`src/verilog/mjd_pkg.sv`:
```
// Overview of operation
// - taken relative jump loads current address plus sign-extended offset
// - offset field is five-bit two's complement, range -16 to +15
// - feedback relative jump taken only when feedback matches polarity
// - selector 0..9 picks high-side vds/source pairs, 10..15 low-side vds
// - polarity 0 means active low, polarity 1 means active high
// - feedback jump: bits 15:10 000101, sel 9:6, pol 5, offset 4:0
// - unconditional far jump always loads selected jump register
// - far jump: bits 15:4 001110011010, 2:0 101, register select 3
// - unconditional relative jump: bits 15:5 00101111000, offset 4:0
// - conditional far jump loads jump register target only if true
// - codes 0..15 test flags low, codes 16..31 test flags high
// - codes 32..35 terminal counts, 36 start low, 37 start high
// - shortcut vds low, shortcut source low, shortcut vds high groups
// - code 47 alu done, 48 boost high, 49 boost low
// - current feedbacks high then low, then own current high and low
// - conditional far jump: bits 15:11 00111, 3:0 0000, cond 10:5, reg 4
package mjd_pkg;
    localparam int INSTR_W = 16;
    localparam int PC_W = 10;
    localparam int DISP_W = 5;
    localparam int FBK_SEL_W = 4;
    localparam int COND_W = 6;
    localparam int NUM_FLAGS = 16;
    localparam int NUM_HS = 5;
    localparam int NUM_LS = 6;
    localparam int NUM_SC = 3;
    localparam int NUM_CUR = 6;
    localparam int NUM_JUMP_REGS = 2;
    localparam int ADDR_W = 4;
    localparam int DATA_W = 16;

    // instruction fields
    localparam int DISP_LSB = 0;
    localparam int FBK_SEL_LSB = 6;
    localparam int POL_BIT = 5;
    localparam int JMPF_REG_BIT = 3;
    localparam int JOCF_REG_BIT = 4;
    localparam int COND_LSB = 5;
    localparam logic [5:0] OP_FBKR = 6'h05;
    localparam logic [11:0] OP_JMPF_HI = 12'h39a;
    localparam logic [2:0] OP_JMPF_LO = 3'h5;
    localparam logic [10:0] OP_JMPR = 11'h178;
    localparam logic [4:0] OP_JOCF_HI = 5'h07;
    localparam logic [3:0] OP_JOCF_LO = 4'h0;

    // feedback selector layout
    localparam int FBK_LS_BASE = 10;

    // condition code bases
    localparam int COND_FLAG_LOW = 0;
    localparam int COND_FLAG_HIGH = 16;
    localparam int COND_TC = 32;
    localparam int COND_START_LOW = 36;
    localparam int COND_START_HIGH = 37;
    localparam int COND_SC_VDS_LOW = 38;
    localparam int COND_SC_SRC_LOW = 41;
    localparam int COND_SC_VDS_HIGH = 44;
    localparam int COND_ALU_DONE = 47;
    localparam int COND_BOOST_HIGH = 48;
    localparam int COND_BOOST_LOW = 49;
    localparam int COND_CUR_HIGH = 50;
    localparam int COND_CUR_LOW = 56;
    localparam int COND_OWN_HIGH = 62;
    localparam int COND_OWN_LOW = 63;

    // register port map
    localparam logic [ADDR_W-1:0] REG_JUMP0 = 4'h0;
    localparam logic [ADDR_W-1:0] REG_JUMP1 = 4'h1;
    localparam logic [ADDR_W-1:0] REG_STATUS = 4'h2;
    localparam int STATUS_TAKEN_BIT = 15;

    // reset values
    localparam logic [PC_W-1:0] RESET_PC = 10'h000;
    localparam logic [PC_W-1:0] RESET_JUMP_REG = 10'h000;
endpackage
```
`src/verilog/mjd_cond_eval.sv`:
```
module mjd_cond_eval
    import mjd_pkg::*;
(
    // selection
    input wire logic [FBK_SEL_W-1:0] i_feedback_selector,
    input wire logic i_polarity,
    input wire logic [COND_W-1:0] i_cond_sel,
    // driver feedbacks
    input wire logic [NUM_HS-1:0] i_hs_vds_fbk,
    input wire logic [NUM_HS-1:0] i_hs_src_fbk,
    input wire logic [NUM_LS-1:0] i_ls_vds_fbk,
    // internal conditions
    input wire logic [NUM_FLAGS-1:0] i_flags,
    input wire logic i_terminal_count_one,
    input wire logic i_terminal_count_two,
    input wire logic i_terminal_count_three,
    input wire logic i_terminal_count_four,
    input wire logic i_start,
    input wire logic [NUM_SC-1:0] i_shortcut_vds_fbk,
    input wire logic [NUM_SC-1:0] i_shortcut_src_fbk,
    input wire logic i_alu_done,
    input wire logic i_boost_voltage_high,
    input wire logic [NUM_CUR-1:0] i_current_fbk,
    input wire logic i_own_current_fbk,
    // results
    output logic o_fbk_match,
    output logic o_cond_true
);
    logic [15:0] fbk_vec;
    logic [63:0] cond_vec;

    genvar g;
    generate
        for (g = 0; g < NUM_HS; g++)
        begin : g_hs
            assign fbk_vec[2*g] = i_hs_vds_fbk[g];
            assign fbk_vec[2*g+1] = i_hs_src_fbk[g];
        end
        for (g = 0; g < NUM_FLAGS; g++)
        begin : g_flag
            assign cond_vec[COND_FLAG_LOW+g] = ~i_flags[g];
            assign cond_vec[COND_FLAG_HIGH+g] = i_flags[g];
        end
    endgenerate

    assign fbk_vec[FBK_LS_BASE +: NUM_LS] = i_ls_vds_fbk;

    assign cond_vec[COND_TC] = i_terminal_count_one;
    assign cond_vec[COND_TC+1] = i_terminal_count_two;
    assign cond_vec[COND_TC+2] = i_terminal_count_three;
    assign cond_vec[COND_TC+3] = i_terminal_count_four;
    assign cond_vec[COND_START_LOW] = ~i_start;
    assign cond_vec[COND_START_HIGH] = i_start;
    assign cond_vec[COND_SC_VDS_LOW +: NUM_SC] = ~i_shortcut_vds_fbk;
    assign cond_vec[COND_SC_SRC_LOW +: NUM_SC] = ~i_shortcut_src_fbk;
    assign cond_vec[COND_SC_VDS_HIGH +: NUM_SC] = i_shortcut_vds_fbk;
    assign cond_vec[COND_ALU_DONE] = i_alu_done;
    assign cond_vec[COND_BOOST_HIGH] = i_boost_voltage_high;
    assign cond_vec[COND_BOOST_LOW] = ~i_boost_voltage_high;
    assign cond_vec[COND_CUR_HIGH +: NUM_CUR] = i_current_fbk;
    assign cond_vec[COND_CUR_LOW +: NUM_CUR] = ~i_current_fbk;
    assign cond_vec[COND_OWN_HIGH] = i_own_current_fbk;
    assign cond_vec[COND_OWN_LOW] = ~i_own_current_fbk;

    // pol 0 matches a low level, pol 1 a high level
    assign o_fbk_match = (fbk_vec[i_feedback_selector] == i_polarity);
    assign o_cond_true = cond_vec[i_cond_sel];
endmodule

```
`src/verilog/mjd_jump_decoder.sv`:
```
module mjd_jump_decoder
    import mjd_pkg::*;
(
    // clock and reset
    input wire logic i_ref_clk,
    input wire logic i_resetn,
    input wire logic i_clk_en,
    // instruction fetch
    input wire logic [INSTR_W-1:0] i_instr,
    input wire logic i_instr_valid,
    output logic [PC_W-1:0] o_program_counter,
    output logic o_jump_taken,
    // driver feedbacks
    input wire logic [NUM_HS-1:0] i_hs_vds_fbk,
    input wire logic [NUM_HS-1:0] i_hs_src_fbk,
    input wire logic [NUM_LS-1:0] i_ls_vds_fbk,
    // internal conditions
    input wire logic [NUM_FLAGS-1:0] i_flags,
    input wire logic i_terminal_count_one,
    input wire logic i_terminal_count_two,
    input wire logic i_terminal_count_three,
    input wire logic i_terminal_count_four,
    input wire logic i_start,
    input wire logic [NUM_SC-1:0] i_shortcut_vds_fbk,
    input wire logic [NUM_SC-1:0] i_shortcut_src_fbk,
    input wire logic i_alu_done,
    input wire logic i_boost_voltage_high,
    input wire logic [NUM_CUR-1:0] i_current_fbk,
    input wire logic i_own_current_fbk,
    // register port
    input wire logic [ADDR_W-1:0] i_addr,
    input wire logic [DATA_W-1:0] i_wr_data,
    input wire logic i_wr_strobe,
    input wire logic i_rd_strobe,
    output logic [DATA_W-1:0] o_rd_data
);
    logic [PC_W-1:0] program_counter;
    logic [PC_W-1:0] next_program_counter;
    logic jump_taken;
    logic next_jump_taken;
    logic [DATA_W-1:0] rd_data;
    logic [DATA_W-1:0] next_rd_data;

    logic is_fbkr;
    logic is_jmpf;
    logic is_jmpr;
    logic is_jocf;
    logic fbk_match;
    logic cond_true;
    logic jump_register_select;
    logic [PC_W-1:0] far_target;
    logic [PC_W-1:0] rel_target;
    logic [PC_W-1:0] seq_target;
    logic [DISP_W-1:0] disp;
    logic jreg_wr_en;
    logic [PC_W-1:0] bus_jreg;

    assign is_fbkr = (i_instr[15:10] == OP_FBKR);
    assign is_jmpf = (i_instr[15:4] == OP_JMPF_HI)
        && (i_instr[2:0] == OP_JMPF_LO);
    assign is_jmpr = (i_instr[15:5] == OP_JMPR);
    assign is_jocf = (i_instr[15:11] == OP_JOCF_HI)
        && (i_instr[3:0] == OP_JOCF_LO);

    // each far form keeps its register select in a different bit
    assign jump_register_select = is_jmpf ? i_instr[JMPF_REG_BIT]
        : i_instr[JOCF_REG_BIT];

    assign disp = i_instr[DISP_LSB +: DISP_W];
    // relative to the address of the instruction now presented
    assign rel_target = program_counter
        + {{(PC_W-DISP_W){disp[DISP_W-1]}}, disp};
    assign seq_target = program_counter + PC_W'(1);

    mjd_cond_eval u_cond
    (
        .i_feedback_selector(i_instr[FBK_SEL_LSB +: FBK_SEL_W]),
        .i_polarity(i_instr[POL_BIT]),
        .i_cond_sel(i_instr[COND_LSB +: COND_W]),
        .i_hs_vds_fbk(i_hs_vds_fbk),
        .i_hs_src_fbk(i_hs_src_fbk),
        .i_ls_vds_fbk(i_ls_vds_fbk),
        .i_flags(i_flags),
        .i_terminal_count_one(i_terminal_count_one),
        .i_terminal_count_two(i_terminal_count_two),
        .i_terminal_count_three(i_terminal_count_three),
        .i_terminal_count_four(i_terminal_count_four),
        .i_start(i_start),
        .i_shortcut_vds_fbk(i_shortcut_vds_fbk),
        .i_shortcut_src_fbk(i_shortcut_src_fbk),
        .i_alu_done(i_alu_done),
        .i_boost_voltage_high(i_boost_voltage_high),
        .i_current_fbk(i_current_fbk),
        .i_own_current_fbk(i_own_current_fbk),
        .o_fbk_match(fbk_match),
        .o_cond_true(cond_true)
    );

    assign jreg_wr_en = i_wr_strobe
        && ((i_addr == REG_JUMP0) || (i_addr == REG_JUMP1));

    mjd_jump_regs u_jregs
    (
        .i_ref_clk(i_ref_clk),
        .i_resetn(i_resetn),
        .i_clk_en(i_clk_en),
        .i_wr_en(jreg_wr_en),
        .i_wr_idx(i_addr[0]),
        .i_wr_data(i_wr_data[PC_W-1:0]),
        .i_target_sel(jump_register_select),
        .o_target(far_target),
        .i_bus_sel(i_addr[0]),
        .o_bus_data(bus_jreg)
    );

    always_comb
    begin
        next_program_counter = program_counter;
        next_jump_taken = 1'b0;
        if (i_instr_valid)
        begin
            next_program_counter = seq_target;
            if (is_fbkr && fbk_match)
            begin
                next_program_counter = rel_target;
                next_jump_taken = 1'b1;
            end
            else if (is_jmpf)
            begin
                next_program_counter = far_target;
                next_jump_taken = 1'b1;
            end
            else if (is_jmpr)
            begin
                next_program_counter = rel_target;
                next_jump_taken = 1'b1;
            end
            else if (is_jocf && cond_true)
            begin
                next_program_counter = far_target;
                next_jump_taken = 1'b1;
            end
        end
    end

    always_comb
    begin
        next_rd_data = '0;
        if (i_rd_strobe)
        begin
            unique case (i_addr)
                REG_JUMP0, REG_JUMP1:
                begin
                    next_rd_data[PC_W-1:0] = bus_jreg;
                end
                REG_STATUS:
                begin
                    next_rd_data[PC_W-1:0] = program_counter;
                    next_rd_data[STATUS_TAKEN_BIT] = jump_taken;
                end
                default:
                begin
                    next_rd_data = '0;
                end
            endcase
        end
    end

    always_ff @(posedge i_ref_clk)
    begin
        if (!i_resetn)
        begin
            program_counter <= RESET_PC;
            jump_taken <= 1'b0;
            rd_data <= '0;
        end
        else if (i_clk_en)
        begin
            program_counter <= next_program_counter;
            jump_taken <= next_jump_taken;
            rd_data <= next_rd_data;
        end
    end

    assign o_program_counter = program_counter;
    assign o_jump_taken = jump_taken;
    assign o_rd_data = rd_data;
endmodule

```
`src/verilog/mjd_jump_regs.sv`:
```
module mjd_jump_regs
    import mjd_pkg::*;
(
    // clock and reset
    input wire logic i_ref_clk,
    input wire logic i_resetn,
    input wire logic i_clk_en,
    // write port
    input wire logic i_wr_en,
    input wire logic i_wr_idx,
    input wire logic [PC_W-1:0] i_wr_data,
    // read ports
    input wire logic i_target_sel,
    output logic [PC_W-1:0] o_target,
    input wire logic i_bus_sel,
    output logic [PC_W-1:0] o_bus_data
);
    logic [PC_W-1:0] jump_register_set [NUM_JUMP_REGS];
    logic [PC_W-1:0] next_jump_register_set [NUM_JUMP_REGS];

    always_comb
    begin
        for (int k = 0; k < NUM_JUMP_REGS; k++)
        begin
            next_jump_register_set[k] = jump_register_set[k];
        end
        if (i_wr_en)
        begin
            next_jump_register_set[i_wr_idx] = i_wr_data;
        end
    end

    always_ff @(posedge i_ref_clk)
    begin
        if (!i_resetn)
        begin
            for (int k = 0; k < NUM_JUMP_REGS; k++)
            begin
                jump_register_set[k] <= RESET_JUMP_REG;
            end
        end
        else if (i_clk_en)
        begin
            jump_register_set <= next_jump_register_set;
        end
    end

    // combinational target so a far jump resolves in the same cycle
    assign o_target = jump_register_set[i_target_sel];
    assign o_bus_data = jump_register_set[i_bus_sel];
endmodule

```
`config.mk`:
```
export PLATFORM = sky130hd
export DESIGN_NAME = mjd_jump_decoder
export DESIGN_NICKNAME = d
export VERILOG_FILES = /design/src/verilog/mjd_pkg.sv /design/src/verilog/mjd_cond_eval.sv /design/src/verilog/mjd_jump_decoder.sv /design/src/verilog/mjd_jump_regs.sv
export SDC_FILE = /design/constraint.sdc
export NUM_CORES = 1
export LEC_CHECK = 0
export ABC_AREA = 1
export BUFFER_PORTS_ARGS = -buffer_cell sky130_fd_sc_hd__buf_2
export CAP_MARGIN = 20
export CORE_ASPECT_RATIO = 1.75
export CORE_MARGIN = 3
export CORE_UTILIZATION = 30
export DETAILED_ROUTE_END_ITERATION = 7
export SYNTH_ARGS = -nofsm -noshare
export SYNTH_HDL_FRONTEND = slang
export SYNTH_SLANG_ARGS = --single-unit
```
`constraint.sdc`:
```
create_clock -name i_ref_clk -period 4.7 [get_ports i_ref_clk]
set_clock_uncertainty 0.2 [all_clocks]
set_input_delay 0.235 -clock i_ref_clk [delete_from_list [all_inputs] [get_ports i_ref_clk]]
set_output_delay 0.235 -clock i_ref_clk [all_outputs]
set_load 0.05 [all_outputs]
```
# After elaboration in Yosys (flattened, before gate mapping)
# Index checks and enable logic that the tools add are counted.
word_totals:
  regBits: 47
  latchBits: 0
  mem_bits_rw: 0
  romBits: 0
  in_bits: 94
  output_inout_bits: 27
  wordCells: 82
  n_memories: 0
op_classes:
  addsub: 2
  multipliers: 0
  div_mod_pow: 0
  order_cmp: 5
  n_eq_ne: 8
  n_shift: 0
  n_mux: 26
  bitwise: 24
  n_reduce_logical: 12
op_table:
  columns: ["operator", "n"]
  rows:
  - ["2-to-1 mux 10 bit", 11]
  - ["bitwise mux 20 bit", 1]
  - ["one-hot mux 10 bit (2 select lines)", 1]
  - ["inverter 1 bit", 19]
  - ["2-to-1 mux 16 bit", 1]
  - ["equality test 12 x 10 -> 1 bit, second input constant", 1]
  - ["equality test 11 x 9 -> 1 bit, second input constant", 1]
  - ["adder 10 x 1 -> 10 bit, second input constant", 1]
  - ["adder 10 bit", 1]
  - ["demux 10 bit (select 1 bit)", 1]
  - ["2-to-1 mux 1 bit", 9]
  - ["logical NOT 4 bit", 2]
  - ["less-than comparator 6 x 7 -> 1 bit, second input constant", 1]
  - ["binary-select mux 1 bit (select 6 bit)", 1]
  - ["equality test 6 x 3 -> 1 bit, second input constant", 1]
  - ["logical AND 1 bit", 6]
  - ["inverter 3 bit", 2]
  - ["inverter 6 bit", 1]
  - ["equality test 5 x 3 -> 1 bit, second input constant", 1]
  - ["less-than comparator 4 x 5 -> 1 bit, second input constant", 1]
  - ["binary-select mux 1 bit (select 4 bit)", 1]
  - ["equality test 4 x 1 -> 1 bit, second input constant", 1]
  - ["equality test 4 x 2 -> 1 bit, second input constant", 1]
  - ["greater-or-equal comparator 2 bit, second input constant", 2]
  - ["other kinds (7)", 9]

# Logic depth before layout (Yosys ltp)
depth:
  ltp_word: 11
  depth_mapped: 18
  ltp_nobuf: 17

# Cells and area by module
# From an unflattened synthesis, not the netlist that was laid out.
hier_totals:
  hier_cells: 672
  area_unflattened_um2: 3736.1
modules_own_cells:
  columns: ["module", "instances", "cells_each", "area_per_inst_um2", "seq_area_each_um2"]
  rows:
  - ["mjd_jump_decoder", 1, 348, 2025.7, 440.4]
  - ["mjd_jump_regs", 1, 173, 1037.2, 400.4]
  - ["mjd_cond_eval", 1, 151, 673.1, 0.0]

# Worst setup path before layout
# OpenSTA, ideal clock, no wires.
synth_path:
  kind: "register to register"
  start: "register program_counter[2], in the netlist o_program_counter[2]"
  end: "register program_counter[9], in the netlist o_program_counter[9]"
  setup_ns: 0.118
  arrival_time_ns: 2.198
  t_required_ns: 4.382
  slack_ns: 2.184
  stages_incl_launch_ff: 15
  n_path_buf: 0
  synth_period_minus_slack_ns: 2.516
  cell_sequence: "dfxtp_1 -> ha_1 -> a21oi_1 -> nand2_1 -> nand2_1 -> nand2_1 -> o21ai_0 -> o21ai_0 -> nand2_1 -> nand2_1 -> a21oi_1 -> xor2_1 -> nor2_1 -> nor2_1 -> nor2_1"
synth_between:
  elab_chain_cells: 5
  word_cells_on_any_way: 6
  classes_between: "add/sub: 2; mux: 4"
synth_rtl:
  columns: ["item", "line", "rtl"]
  rows:
  - ["from (decl)", "mjd_jump_decoder.sv:37", "logic [PC_W-1:0] program_counter;"]
  - ["from (signal assigned)", "mjd_jump_decoder.sv:179", "program_counter <= next_program_counter;"]
  - ["adder 10 x 1 -> 10 bit", "mjd_jump_decoder.sv:73", "assign seq_target = program_counter + PC_W'(1);"]
  - ["2-to-1 mux 10 bit", "mjd_jump_decoder.sv:138", "else if (is_jocf && cond_true)"]
  - ["2-to-1 mux 10 bit", "mjd_jump_decoder.sv:133", "else if (is_jmpr)"]
  - ["2-to-1 mux 10 bit", "mjd_jump_decoder.sv:128", "else if (is_jmpf)"]
  - ["2-to-1 mux 10 bit (*)", "mjd_jump_decoder.sv:123", "if (is_fbkr && fbk_match)"]
# Every way passes the cells marked *; elsewhere a longest branch is shown, timed or not.
# A chain may end at the register's enable or synchronous reset.

# Final worst setup path
# Ends and elaborated chain as after synthesis.

==> flow_summary.toml <==
[cells_and_area]
layout_common_cells = "nand2_1 (153), buf_2 (109), nor2_1 (60), o21ai_0 (60), nand3_1 (51)"
diodes = 0
nFillCells = 1247
syn_to_final_growth_pct = 23.60
register_area_um2 = 840.8
fin_nets = 772
drive_above_1_share = 0.2051
multiInputGateArea_um2 = 2231
final_common_cell = "nand2_1"

[timing]
setup_viol = 0
slew-limit-headroom = 0.5691
fmax_mhz = 409.1
rsz0062_at_grt = "false"
min_period_over_period = 0.5200
final_max_slew_viol_count = 0
fin_ws_ps = 2256
tightest_slew_ps = 644.0
post-route-min-period_ps = 2444
finalHoldViolCount = 0
tns_ps = 0

[synth]
synth_warnings = 0
synth-edff-count = 0
synth_ff_type = "dfxtp_1"
async_flop_share = 0
synth_seq_cells = 42
syn_inst = 564
avgSynthCellArea_um2 = 6.072
ys_seq_area_frac = 0.2455
synthDistinctLibCells = 38
synthesis.area_um2 = 3425

[worst_setup_path]
critPathRequiredTime_ps = 4680
rrSetupSlack_ps = 2260
critPathLaunch = "o_program_counter[2]$_SDFFE_PN0P_"
r2r-start = "o_program_counter[2]$_SDFFE_PN0P_"
r2r-end = "o_program_counter[9]$_SDFFE_PN0P_"
arrival_ps = 2430
path_class = "flop to flop"
r2r_cells = 14
crit_path_end = "o_program_counter[9]$_SDFFE_PN0P_"
worstPathMaxFanout = 6
start_kind = "flop"
crit_path_end_kind = "flop"

[clocking]
cts_buffers = 5
clkLatencyLatePin_ps = 290
htree_levels = 2
clk_path_buf_depth = 2
path_clk_slew_ps = 60
cts_resized = 0
clkSinkCount = 42
cts_tree = "done"
cts-root-buf = "clkbuf_16"

[global_route]
antenna_found_initial = 0
grt_max_degree = 29
grt_pass1_wl_um = 16970
grt_pass1_vias = 3649
grtUsageTotal = 0.1647
grt_remaining_overflow = 0

[floorplan]
core_area_um2 = 11170
die_y_um = 147.3
initial_core_util = 0.3067
io-pin-count = 121
die_area_um2 = 12780
fp-row-count = 51
die_w_um = 86.77

[hold_path]
min_path_cells = 4
hp-class = "input pin to flop"

[placement]
port_buffers = 109
gp_congestion = 0.8494
pre_cts_ws_ps = 2033
dp_hpwl_um = 8693

[route]
ant_nets = 0
dr.pass1.iters = 4
route.detailed.wl_per_inst_um = 13.53
drt-initial-drc-count = 110
drt_wl_total_um = 10820
drc_errors = 0
viasPerCell = 4.881
num_vias = 3905

[pwr]
p_per_area_nw_per_um2 = 220.2
p_leak_nw = 2.042
peakVddDrop_uv = 239.3

[run_status]
outcome = "complete, no violations"

[run]
cap_violations = 0
synthesized netlist by cell type (all sizes together) (2+ instances only):
cell	instances	share of area
nand4	4	0.0073
nand3	53	0.080
ha	10	0.037
xnor2	3	0.0077
nor4	5	0.017
buf	15	0.035
a22o	2	0.0051
nor3	5	0.0073
a31oi	3	0.0055
nand2	156	0.18
o21ai	70	0.10
o211ai	9	0.023
inv	53	0.058
nor2	63	0.075
dfxtp	42	0.25
xor2	11	0.028
clkbuf	12	0.013
a21oi	40	0.058
timing repair:
item,4_1_cts,5_1_grt
hold buffers,10,0
buffers inserted,0,0
endpoints found under the hold margin,10,0
kinds of logic (layout without fill, tap and decap cells):
family                   Yosys count  after routing  share of synthesized area
XOR/XNOR                          14             14                    0.03581
adder cells (fa/ha/maj)           11             11                    0.04238
AO/OA/AOI/OAI                    128            128                     0.2024
other                              1              5                   0.001095
AND/OR/NAND/NOR                  287            287                     0.3654
buffers and inverters             81            181                     0.1074
flip-flops                        42             42                     0.2455
metal layers:
layer,global-route usage,share of wire,vias to the layer above
li1,-,-,2054
met1,0.1702,0.38,1703
met2,0.3198,0.54,132
met3,0.02469,0.057,16
met4,0.06240,0.022,0
met5,0,0,-
how the worst min path moves through the flow:
stage / start / endpoint
floorplan: i_wr_data[0] / u_jregs.jump_register_set[0]$_SDFFE_PN0P_
global placement: u_jregs.jump_register_set[12]$_SDFFE_PN0P_ / u_jregs.jump_register_set[12]$_SDFFE_PN0P_
detailed placement: o_rd_data[9]$_SDFFE_PN0P_ / o_rd_data[9]$_SDFFE_PN0P_
CTS: i_resetn / u_jregs.jump_register_set[19]$_SDFFE_PN0P_
global route: i_instr[0] / o_program_counter[0]$_SDFFE_PN0P_
finish: i_instr[0] / o_program_counter[0]$_SDFFE_PN0P_
power breakdown:
part	switching [mW]	leakage [nW]	internal, mW
Clock	0.138	0.0739	0.211
Combinational	0.134	1.63	0.0783
Sequential	0.00897	0.340	0.363
Total	0.281	2.04	0.651
stage by stage:
step | hold slack [ps] | instances | utilization | total power [mW] | instance area (um2)
after floorplan | 169.9 | 568 | - | 0.5197 | 3440
after CTS | 204.0 | 800 | 0.3790 | 0.9429 | 4233
after global routing | 238.9 | 800 | 0.3790 | 0.9789 | 4233
after global placement | 257.4 | 782 | 0.3569 | 0.5816 | 3985
after detailed placement | 259.5 | 782 | 0.3569 | 0.5845 | 3985
final | 210.7 | 800 | 0.3790 | 0.9322 | 4233
critical path, cell delays in order (launching register included):
cell and delay (ps):
dfxtp_1 460, ha_1 330, a21oi_1 140, nand2_1 80
nand2_1 80, nand2_1 50, o21ai_0 160, o21ai_0 200
nand2_1 100, nand2_1 50, a21oi_1 150, xor2_1 160
nor2_1 50, nor2_1 100, nor2_1 40
flip-flops by register name, summed over array words and instances, names as in the netlist:
name and count:
o_jump_taken 1, o_program_counter 10, o_rd_data 11, u_jregs.jump_register_set 20
cell type report:
class / instances / area share
clock buffers: 7 / 0.03370
multi-input cells: 445 / 0.5270
clock inverters: 1 / 0.001182
well taps: 132 / 0.03902
flip-flops and latches: 42 / 0.1986
inverters: 54 / 0.04789
repair buffers: 119 / 0.1525
Note: power is estimated with default switching activity, not from simulation.
